### src/inc/pcbx_pkg.sv
/*
 * Shared constants and state type of the priority crossbar pin router.
 * Assumes three 8-pin ports, routed as one 24-pin vector with port n at bits 8n+7..8n.
 */
package pcbx_pkg;

    localparam int NPORT = 3;
    localparam int PW    = 8;
    localparam int NPIN  = NPORT * PW;
    localparam int NFUNC = 15;
    localparam int FW    = 4;

    // Routable functions, listed from highest to lowest priority
    localparam logic [FW-1:0] F_SDA  = 4'h0;
    localparam logic [FW-1:0] F_SCL  = 4'h1;
    localparam logic [FW-1:0] F_TX   = 4'h2;
    localparam logic [FW-1:0] F_RX   = 4'h3;
    localparam logic [FW-1:0] F_SCK  = 4'h4;
    localparam logic [FW-1:0] F_MISO = 4'h5;
    localparam logic [FW-1:0] F_MOSI = 4'h6;
    localparam logic [FW-1:0] F_NSS  = 4'h7;
    localparam logic [FW-1:0] F_CLK  = 4'h8;
    localparam logic [FW-1:0] F_CAPCOMP_CHAN_A = 4'h9;
    localparam logic [FW-1:0] F_CEX1 = 4'ha;
    localparam logic [FW-1:0] F_CEX2 = 4'hb;
    localparam logic [FW-1:0] F_ECI  = 4'hc;
    localparam logic [FW-1:0] F_T0   = 4'hd;
    localparam logic [FW-1:0] F_T1   = 4'he;
    localparam logic [FW-1:0] F_GPIO = 4'hf;

    // Field positions in route_select_low
    localparam int RSL_UART    = 0;
    localparam int RSL_SPI     = 1;
    localparam int RSL_SMB     = 2;
    localparam int RSL_CLK     = 3;
    localparam int RSL_CAP_LSB = 4;
    localparam int RSL_ECI     = 7;

    // Field positions in route_select_high
    localparam int RSH_T0 = 0;
    localparam int RSH_T1 = 1;

    // Capture-compare routing field codes
    localparam logic [2:0] CAP_NONE  = 3'h0;
    localparam logic [2:0] CAP_ONE   = 3'h1;
    localparam logic [2:0] CAP_TWO   = 3'h2;
    localparam logic [2:0] CAP_THREE = 3'h3;

    // Select-mode code for three-wire SPI
    localparam logic [1:0] SPI_THREE_WIRE = 2'h0;

    localparam logic [NPIN*FW-1:0] RST_ROUTE     = {NPIN{F_GPIO}};
    localparam logic [NPIN-1:0]    RST_PULLUP    = 24'hffffff;
    localparam logic [NPIN-1:0]    RST_DRIVE     = 24'h000000;
    localparam logic [NFUNC-1:0]   RST_PERIPH_IN = 15'h7fff;
    // Pads idle high under pull-up; a low reset level would fake an edge at release
    localparam logic [NPIN-1:0]    RST_LEVEL     = 24'hffffff;

    typedef struct packed {
        logic [NPIN-1:0][FW-1:0] route;
        logic [NPIN-1:0]         pin_out;
        logic [NPIN-1:0]         pin_oe;
        logic [NPIN-1:0]         pin_pullup;
        logic [NPIN-1:0]         fixed_level;
        logic [NPIN-1:0]         fixed_edge;
        logic [NFUNC-1:0]        periph_in;
        logic [NPORT-1:0]        port_mismatch;
        logic                    mismatch;
    } pcbx_state_t;

    localparam pcbx_state_t ST_RESET = '{
        route:         RST_ROUTE,
        pin_out:       RST_DRIVE,
        pin_oe:        RST_DRIVE,
        pin_pullup:    RST_PULLUP,
        fixed_level:   RST_LEVEL,
        fixed_edge:    RST_DRIVE,
        periph_in:     RST_PERIPH_IN,
        port_mismatch: 3'h0,
        mismatch:      1'b0
    };

endpackage : pcbx_pkg

### src/logic/pcbx_port_match.sv
/*
 * One port's pattern comparator, purely combinational.
 * Assumes the caller registers the result and feeds pins already read as digital.
 */
`timescale 1ns/1ps
module pcbx_port_match #(
    parameter int W = 8
) (
    input  wire logic [W-1:0] pins,
    input  wire logic [W-1:0] mask,
    input  wire logic [W-1:0] expected,
    output logic              mismatch
);

    // Masked levels against masked expectation
    assign mismatch = (pins & mask) != (expected & mask);

endmodule : pcbx_port_match

### src/logic/pcbx_router.sv
/*
 * Priority crossbar: hands enabled peripheral signals the lowest free pins,
 * drives the pin cells, returns pin levels to peripherals, and watches
 * fixed-function edges and port patterns.
 * Assumes all inputs synchronous to clk; pin wire level is resolved outside.
 */
`timescale 1ns/1ps
module pcbx_router
    import pcbx_pkg::*;
(
    input  wire logic                 clk,
    input  wire logic                 rst_n,
    input  wire logic [7:0]           route_select_low,
    input  wire logic [1:0]           route_select_high,
    input  wire logic                 router_on,
    input  wire logic                 weak_pull_off,
    input  wire logic                 spi_select_mode_hi,
    input  wire logic                 spi_select_mode_lo,
    input  wire logic [NPIN-1:0]      pin_skip_mask,
    input  wire logic [NPIN-1:0]      pin_input_kind_select,
    input  wire logic [NPIN-1:0]      pin_push_pull,
    input  wire logic [NPIN-1:0]      pin_compare_mask,
    input  wire logic [NPIN-1:0]      pin_expected_value,
    input  wire logic [NPIN-1:0]      port_latch,
    input  wire logic [NFUNC-1:0]     periph_out,
    input  wire logic [NFUNC-1:0]     periph_oe,
    input  wire logic [NPIN-1:0]      pin_in,
    output logic      [NPIN-1:0]      pin_out,
    output logic      [NPIN-1:0]      pin_oe,
    output logic      [NPIN-1:0]      pin_pullup,
    output logic      [NPIN*FW-1:0]   pin_route,
    output logic      [NFUNC-1:0]     periph_in,
    output logic      [NPIN-1:0]      fixed_level,
    output logic      [NPIN-1:0]      fixed_edge,
    output logic                      port_mismatch
);

    ////////////////////////////////////////////////////////////////////////////
    // Reset release

    logic rst_meta_n;
    logic rst_sync_n;

    always_ff @(posedge clk or negedge rst_n) begin
        if (!rst_n) begin
            rst_meta_n <= 1'b0;
            rst_sync_n <= 1'b0;
        end else begin
            rst_meta_n <= 1'b1;
            rst_sync_n <= rst_meta_n;
        end
    end

    ////////////////////////////////////////////////////////////////////////////
    // Port match, one comparator per port

    logic [NPIN-1:0]  digital_level;
    logic [NPORT-1:0] port_mm;

    // Analog pins read as zero
    assign digital_level = pin_in & pin_input_kind_select;

    for (genvar g = 0; g < NPORT; g++) begin : g_match
        pcbx_port_match #(
            .W (PW)
        ) u_match (
            .pins     (digital_level[g*PW +: PW]),
            .mask     (pin_compare_mask[g*PW +: PW]),
            .expected (pin_expected_value[g*PW +: PW]),
            .mismatch (port_mm[g])
        );
    end

    ////////////////////////////////////////////////////////////////////////////
    // Enabled functions in priority order

    logic [NFUNC-1:0] func_en;
    logic [2:0]       cap_sel;
    logic             four_wire;

    assign cap_sel   = route_select_low[RSL_CAP_LSB +: 3];
    assign four_wire = {spi_select_mode_hi, spi_select_mode_lo} != SPI_THREE_WIRE;

    always_comb begin
        func_en         = '0;
        func_en[F_SDA]  = route_select_low[RSL_SMB];
        func_en[F_SCL]  = route_select_low[RSL_SMB];
        func_en[F_TX]   = route_select_low[RSL_UART];
        func_en[F_RX]   = route_select_low[RSL_UART];
        func_en[F_SCK]  = route_select_low[RSL_SPI];
        func_en[F_MISO] = route_select_low[RSL_SPI];
        func_en[F_MOSI] = route_select_low[RSL_SPI];
        func_en[F_NSS]  = route_select_low[RSL_SPI] && four_wire;
        func_en[F_CLK]  = route_select_low[RSL_CLK];
        // Codes above three are reserved and route nothing
        func_en[F_CAPCOMP_CHAN_A] = cap_sel == CAP_ONE || cap_sel == CAP_TWO
                          || cap_sel == CAP_THREE;
        func_en[F_CEX1] = cap_sel == CAP_TWO || cap_sel == CAP_THREE;
        func_en[F_CEX2] = cap_sel == CAP_THREE;
        func_en[F_ECI]  = route_select_low[RSL_ECI];
        func_en[F_T0]   = route_select_high[RSH_T0];
        func_en[F_T1]   = route_select_high[RSH_T1];
    end

    ////////////////////////////////////////////////////////////////////////////
    // State

    pcbx_state_t st;
    pcbx_state_t next_st;

    always_comb begin
        logic [NPIN-1:0] taken;
        logic            found;
        logic [FW-1:0]   fsel;
        logic            val;
        logic            drv;
        logic            dig;
        logic            low_on;
        logic            high_on;
        taken   = pin_skip_mask;
        found   = 1'b0;
        fsel    = F_GPIO;
        val     = 1'b1;
        drv     = 1'b0;
        dig     = 1'b0;
        low_on  = 1'b0;
        high_on = 1'b0;
        next_st = st;
        next_st.route = RST_ROUTE;
        // Whole map rebuilt every cycle, so a config change lands next edge
        if (router_on) begin
            for (int f = 0; f < NFUNC; f++) begin
                found = 1'b0;
                if (func_en[f]) begin
                    for (int p = 0; p < NPIN; p++) begin
                        if (!found && !taken[p]) begin
                            next_st.route[p] = f[FW-1:0];
                            taken[p]         = 1'b1;
                            found            = 1'b1;
                        end
                    end
                end
            end
        end
        next_st.periph_in = RST_PERIPH_IN;
        for (int p = 0; p < NPIN; p++) begin
            fsel = next_st.route[p];
            dig  = pin_input_kind_select[p];
            if (fsel != F_GPIO) begin
                val = periph_out[fsel];
                drv = periph_oe[fsel];
                next_st.periph_in[fsel] = pin_in[p] & dig;
            end else begin
                val = port_latch[p];
                drv = 1'b1;
            end
            // Open-drain unless push-pull; no driver ever on an analog pin
            low_on  = router_on && dig && drv && !val;
            high_on = router_on && dig && drv && val && pin_push_pull[p];
            next_st.pin_out[p]    = val;
            next_st.pin_oe[p]     = low_on || high_on;
            // Pull-up off while sinking, saves static current
            next_st.pin_pullup[p] = dig && !low_on && !weak_pull_off;
        end
        next_st.fixed_level   = digital_level;
        next_st.fixed_edge    = digital_level ^ st.fixed_level;
        next_st.port_mismatch = port_mm;
        next_st.mismatch      = |port_mm;
    end

    always_ff @(posedge clk or negedge rst_sync_n) begin
        if (!rst_sync_n) begin
            st <= ST_RESET;
        end else begin
            st <= next_st;
        end
    end

    assign pin_out       = st.pin_out;
    assign pin_oe        = st.pin_oe;
    assign pin_pullup    = st.pin_pullup;
    assign pin_route     = st.route;
    assign periph_in     = st.periph_in;
    assign fixed_level   = st.fixed_level;
    assign fixed_edge    = st.fixed_edge;
    assign port_mismatch = st.mismatch;

    ////////////////////////////////////////////////////////////////////////////
    // Checks

    function automatic int route_count(input logic [NPIN-1:0][FW-1:0] r,
                                       input logic [FW-1:0] f);
        int n;
        n = 0;
        for (int p = 0; p < NPIN; p++) begin
            if (r[p] == f) begin
                n++;
            end
        end
        return n;
    endfunction : route_count

    function automatic int lowest_free(input logic [NPIN-1:0] m);
        int idx;
        idx = 0;
        for (int p = NPIN - 1; p >= 0; p--) begin
            if (!m[p]) begin
                idx = p;
            end
        end
        return idx;
    endfunction : lowest_free

    chk_off_no_drive: assert property (@(posedge clk) disable iff (!rst_sync_n)
        !router_on |=> pin_oe == '0)
        else $error("pin driven while crossbar off");

    chk_smb_first: assert property (@(posedge clk) disable iff (!rst_sync_n)
        (router_on && route_select_low[RSL_SMB] && !(&pin_skip_mask))
        |=> st.route[lowest_free($past(pin_skip_mask))] == F_SDA)
        else $error("SDA not on lowest free pin");

    chk_uart_pair: assert property (@(posedge clk) disable iff (!rst_sync_n)
        (router_on && route_select_low[RSL_UART] && $countones(~pin_skip_mask) >= NFUNC)
        |=> route_count(st.route, F_TX) == 1 && route_count(st.route, F_RX) == 1)
        else $error("UART pair not routed");

    chk_smb_pair: assert property (@(posedge clk) disable iff (!rst_sync_n)
        (router_on && route_select_low[RSL_SMB] && $countones(~pin_skip_mask) >= 2)
        |=> route_count(st.route, F_SCL) == 1)
        else $error("SCL not routed with SDA");

    chk_nss_three: assert property (@(posedge clk) disable iff (!rst_sync_n)
        (route_select_low[RSL_SPI] && !four_wire) |=> route_count(st.route, F_NSS) == 0)
        else $error("NSS routed in three-wire mode");

    chk_skip_free: assert property (@(posedge clk) disable iff (!rst_sync_n)
        1'b1 |=> (route_count(st.route, F_GPIO) >= $countones($past(pin_skip_mask))))
        else $error("skipped pin given a function");

    chk_cap_none: assert property (@(posedge clk) disable iff (!rst_sync_n)
        (cap_sel == CAP_NONE) |=> route_count(st.route, F_CAPCOMP_CHAN_A) == 0
            && route_count(st.route, F_CEX1) == 0 && route_count(st.route, F_CEX2) == 0)
        else $error("capture channel routed with field zero");

    chk_analog_quiet: assert property (@(posedge clk) disable iff (!rst_sync_n)
        1'b1 |=> (fixed_level & ~$past(pin_input_kind_select)) == '0)
        else $error("fixed level seen on analog pin");

    chk_edge_pulse: assert property (@(posedge clk) disable iff (!rst_sync_n)
        $past(rst_sync_n) |-> fixed_edge == (fixed_level ^ $past(fixed_level)))
        else $error("fixed edge pulse disagrees with level change");

    chk_mismatch_eq: assert property (@(posedge clk) disable iff (!rst_sync_n)
        ((digital_level & pin_compare_mask) != (pin_expected_value & pin_compare_mask))
        |=> port_mismatch)
        else $error("mismatch not raised");

    chk_match_clear: assert property (@(posedge clk) disable iff (!rst_sync_n)
        ((digital_level & pin_compare_mask) == (pin_expected_value & pin_compare_mask))
        |=> !port_mismatch)
        else $error("mismatch raised on matching pins");

    chk_off_route: assert property (@(posedge clk) disable iff (!rst_sync_n)
        !router_on |=> pin_route == RST_ROUTE)
        else $error("function routed while crossbar off");

    chk_analog_pull: assert property (@(posedge clk) disable iff (!rst_sync_n)
        1'b1 |=> (pin_pullup & ~$past(pin_input_kind_select)) == '0)
        else $error("pull-up on analog pin");

    // Per-pin view; the count check above cannot see a swapped pin
    function automatic logic skip_taken(input logic [NPIN-1:0][FW-1:0] r,
                                        input logic [NPIN-1:0] m);
        logic hit;
        hit = 1'b0;
        for (int p = 0; p < NPIN; p++) begin
            if (m[p] && r[p] != F_GPIO) begin
                hit = 1'b1;
            end
        end
        return hit;
    endfunction : skip_taken

    chk_skip_kept: assert property (@(posedge clk) disable iff (!rst_sync_n)
        1'b1 |=> !skip_taken(st.route, $past(pin_skip_mask)))
        else $error("skipped pin carries a function");

endmodule : pcbx_router

### config.mk
export PLATFORM = sky130hd
export DESIGN_NAME = pcbx_router
export DESIGN_NICKNAME = d
export VERILOG_FILES = /design/src/inc/pcbx_pkg.sv /design/src/logic/pcbx_port_match.sv /design/src/logic/pcbx_router.sv
export SDC_FILE = /design/constraint.sdc
export NUM_CORES = 2
export LEC_CHECK = 0
export ABC_AREA = 1
export BUFFER_PORTS_ARGS = -buffer_cell sky130_fd_sc_hd__buf_4
export CAP_MARGIN = 10
export CORE_MARGIN = 2
export CORE_UTILIZATION = 50
export DETAILED_ROUTE_END_ITERATION = 7
export GPL_ROUTABILITY_DRIVEN = 0
export PLACE_DENSITY = 0.72
export SYNTH_ARGS = -nofsm -noshare
export SYNTH_HDL_FRONTEND = slang
export SYNTH_SLANG_ARGS = --single-unit
### constraint.sdc
create_clock -name clk -period 9.7 [get_ports clk]
set_input_delay 0.485 -clock clk [delete_from_list [all_inputs] [get_ports clk]]
set_output_delay 0.485 -clock clk [all_outputs]
set_load 0.1 [all_outputs]
# After elaboration in Yosys (flattened, before gate mapping)
# Index checks and enable logic that the tools add are counted.
# word_totals
register_bits,234
latch_bits,0
ramBits,0
romBits,0
in_bits,214
out_inout_bits,232
word_cells,4856
memories,0
# op_classes
n_addsub,0
multipliers,0
n_div,0
n_lt_le_gt_ge,48
eq_ne,30
shifts,0
n_mux,3405
bitwise_logic,34
n_reduce_logical,1306
# op_table
cell,count
$mux 4,1080
$mux 96,31
$mux 1,2147
$logic_not 1->1,739
$mux 24,28
$logic_and 1x1->1,538
$mux 15,24
$bwmux 15,23
$bmux 1 s4,48
$lt 4x5->1 const B,24
$demux 1 s4,24
$ge 4x1->1 const B,24
$ne 4x4->1 const B,24
$and 8x8->8,6
$logic_or 1x1->1,27
$and 1x1->1,24
$and 24x24->24,1
$ne 8x8->1,3
$xor 24x24->24,1
$not 15->15,1
$or 15x15->15,1
$eq 3x2->1 const B,2
$eq 3x1->1 const B,1
$reduce_or 3->1,1
$reduce_bool 2->1,1

# Longest topological paths before layout
# depth
ltp_word,1854
depth_mapped,59
ltp_nobuf,57

# Hierarchy
# From an unflattened synthesis, not the netlist that was laid out.
# hier_totals
cells_unflattened,4629
area_unflattened_um2,26563.0
# by_module_without_submodules
mod,instances,cells_per_inst,area_each_um2,seq_area_each_um2
pcbx_router,1,4488,25988.7,6054.6
pcbx_port_match,3,47,191.4,0.0

# Least setup slack after synthesis
# OpenSTA, ideal clock, no wires.
# synth_path
path_kind,in2reg
startpoint,in pin_skip_mask[0]
endpoint,reg st (netlist bit pin_oe[21])
setup_ns,0.115
arrival_ns,5.310
required_time_ns,9.585
slack_ns,4.274
path_stages,46
n_path_buf,1
cell_sequence,buf_4 -> nor2_1 -> nor2_1 -> nand2_1 -> inv_2 -> a21oi_4 -> nor2_8 -> nor2_2 -> nor2_1 -> nand2_1 -> nor2_1 -> nand2_1 -> nor2_4 -> nor2_2 -> nand2_1 -> nand2_1 -> nor2_4 -> nor2_1 -> [... 10 more ...] -> nor2_1 -> nor2_2 -> nand2_2 -> inv_2 -> nand2_1 -> nor2_1 -> nand2_1 -> nor2_1 -> nand2_1 -> nand2_1 -> nand2_2 -> nand2_1 -> o21ai_0 -> o21ai_1 -> nand2_1 -> o21a_1 -> nor2_1 -> nor2_1
# synth_lines
item,line,text
start: declaration,pcbx_router.sv:19,"input wire logic [NPIN-1:0] pin_skip_mask,"
end signal: assignment,pcbx_router.sv:175,st <= next_st;
end: declaration,pcbx_router.sv:108,pcbx_state_t st;

==> metrics.md <==
| Metric | Value |
|---|---|
| EDFF count, synth | 0 |
| Starting Density | 0.507 |
| Synth top area share | 0.160 |
| Vias in the first global route | 31000 |
| Slew @ Worst Pin | approximately 1.3 ns |
| GRT overflow | 0 |
| Post-synthesis net count | 4690 |
| Clock transition at the registers of the reported paths | 0.06 ns |
| Post-DP HPWL | 92500 um |
| Root Driver | clkbuf_16 |
| Share of cells above drive strength 1 | 0.186 |
| CP Buf/Inv Count | 4 |
| Drt total wl | 122000 um |
| Initial antenna violation count | 4 |
| Fin. Hold Viols | 0 |
| Slew Limit Fails | 0 |
| DR vias | 34200 |
| Min Tclk post-route | 6.66 ns |
| Rel. slew slack | 0.0965 |
| Endpoint class of the critical path | flop |
| Core Area | 51400 um2 |
| Die Span Y | approximately 230 um |
| Wire per inst | 21.9 um |
| CP delay by family, top | simple AND/OR/NAND/NOR gates |
| CTS tree | done |
| VDD IR-drop max | 0.111 mV |
| Crit path largest cell delay | 0.59 ns |
| Final nets | 5067 |
| Startpoint types | primary input |
| Post-route setup TNS | 0 ns |
| Die Width | 232 um |
| First-pass GRT wire length | ~180000 um |
| Worst flop-to-flop path startpoint | rst_sync_n |
| Mux share of post-synthesis cell area | 0 |
| RSZ-0062 raised after global routing | false |
| Signal arrival time at the worst endpoint | 7.16 ns |
| Worst-Skew Late Latency | approximately 0.6 ns |
| Fmax | roughly 150 MHz |
| Ys flop type | dfstp_2 |
| Xor-xnor portion of the synthesized cell area | 0.00807 |
| CTS Buf Count | 26 |
| Fin area | 30800 um2 |
| Post-Route Skew | 0.0192 ns |
| PortBufs | 445 |
| Max-cap violations | 0 |
| R2r setup slk | roughly 7.4 ns |
| Simple-Gate Fraction of Synth Area | 0.414 |
| Levels on crit path | 37 |
| Syn avg cell area | 5.82 um2 |
| Reg2reg path depth | 2 |
| # DRC | slightly below 60 |
| Num rows | 83 |
| Synth area leaders | dfstp_2 16%, nand2_1 16%, nor2_1 10% |
| Post-route ant nets | 0 |
| Die area | 53900 um2 |
| Combinational family with the most area after synthesis | simple AND/OR/NAND/NOR gates |
| Post-synth cell types | 63 |
| Dpl cell area | around 30000 um2 |
| Synth Area in Adders | 0 |
| Number of gates resized after cts | 0 |
| Yosys warnings | 0 |
| Clk sinks | 234 |
| Initial DRC Count | 4806 |
| Failing checks | design-rule violations |
| Setup Viol. Count Final | 0 |
| Post-synthesis cell count | 4476 |
| Critical path required time | 10.20 ns |
| Status | complete, but fails checks |
| Worst R2R End | pin_oe[8] |
| Critical Path Start | route_select_low[2] |
| DR vias/cell | 6.16 |
| Count leader, synth | nand2_1 |
| CTS Buffer Depth | 3 |
| Maximum fanout along the worst path | 27 |
| Compound-gate portion of the synthesized area | 0.242 |
| Area delta synth->final | 18.1% |
| Largest net degree at the start of global routing | 79 |
| H-tree levels | 1 |
| Power Density | about 140 nW/um2 |
| Final Cycle Share | 0.686 |
| Area leader, netlist | dfstp_2 |
| Most used cell, CP | nor2_1 |
| Seq/Total Area, Yosys | 0.232 |
| Post-synth top cells | 1109 x nand2_1, 696 x nor2_1, 484 x inv_1 |
| IO Count | 446 |
| Synthesized cell area | 26000 um2 |
| CP max-delay cell | nor2_1 |
| Yosys reg bits | between 200 and 250 |
| Setup crit end | pin_pullup[14] |
| Worst Hold Class | in -> reg |
| Gr usage total | 0.434 |
| Pre-antenna DRT Iters | 8 |
| Ys async rst share | 1.00 |
| WS Path Type | in -> reg |
| Leak | between 10 and 15 nW |
-- through the flow --
step                      hold WS [ns]  instances  setup WS [ns]   util  power (mW)
final                            0.110       5555           3.04  0.598        4.29
after global routing             0.128       5553           2.23  0.598        4.45
after CTS                        0.102       5553           3.33  0.598        4.22
after detailed placement         0.269       5504           2.78  0.582        3.22
after global placement           0.268       5504           2.78  0.582        3.22
after floorplan                  0.189       4476           2.97      -        2.65
-- cell type report --
cell class | count | area [um2]
Antenna cell | 2 | 5.00
Clock buffer | 37 | 733
Clock inverter | 11 | 104
Fill cell | 5303 | 20600
Inverter | 582 | 2180
Multi-Input combinational cell | 3541 | 17300
Sequential cell | 234 | 6060
Tap cell | 680 | 851
Timing Repair Buffer | 468 | 3520
-- routing by layer --
layer,track usage,wire (um)
met5,0.00827,147
met4,0.233,8480
met3,0.175,19400
met2,0.611,47300
met1,0.561,46200
-- tightest hold or removal path, stage by stage --
cell and delay (ns):
buf_4 0.12, nand2_1 0.05, a21oi_1 0.04
-- registers in the layout (all words and copies together), names as in the netlist --
signal,cells
pin_out,24
fixed_level,24
pin_oe,24
pin_pullup,24
fixed_edge,24
periph_in,15
port_mismatch,1
pin_route,96
rst_sync_n,1
rst_meta_n,1
-- cells in the final DEF, fill, tap and decap left out, types with 20 or more instances in the layout --
cell type  count
clkbuf_16     27
dfstp_2      159
o2111ai_1     43
o21ai_1       43
nand2_2       48
a31oi_1       35
a21oi_1      153
a221oi_1      30
o211ai_1      22
nand2_1     1109
o22ai_1      176
nor4_1        22
o21ai_0      365
buf_4        467
nor3_1        72
nor2_2        57
clkinv_1      26
nand4_1       75
a22oi_1       20
inv_2         72
dfrtp_1       74
xnor2_1       24
nor2_1       696
inv_1        484
nor2_4        20
nand3_1      340
o221ai_1      43
-- logic make-up (layout without fill, tap and decap cells) --
kind of cell,after synthesis,count (layout)
AOI/OAI and AO/OA,1028,1028
buffers and inverters,701,1098
DFF,234,234
other,1,3
and+or+nand+nor,2488,2488
xor gates and xnor gates,24,24
-- how the worst min path moves through the flow --
stage / startpoint / endpoint / depth (start not counted)
final: pin_input_kind_select[8] / pin_pullup[8] / 3
after global routing: pin_push_pull[20] / pin_oe[20] / 3
after CTS: pin_input_kind_select[8] / pin_pullup[8] / 3
after detailed placement: rst_n / rst_meta_n / 1
after global placement: rst_n / rst_meta_n / 1
after floorplan: rst_n / rst_meta_n / 0
-- timing repair --
item / 4_1_cts / 5_1_grt
hold buffers: 1 / 0
hold endpoints to repair: 2 / 0
setup buffers: 0 / 0
-- power breakdown --
group	internal (mW)	total, mW	switching [mW]	leakage [nW]
Combinational	0.485	2.15	1.66	11.9
Sequential	1.11	1.15	0.0419	2.59
Clock	0.555	0.998	0.443	0.392
Total	2.15	4.29	2.15	14.8
Power figures use the tool's default switching activity.
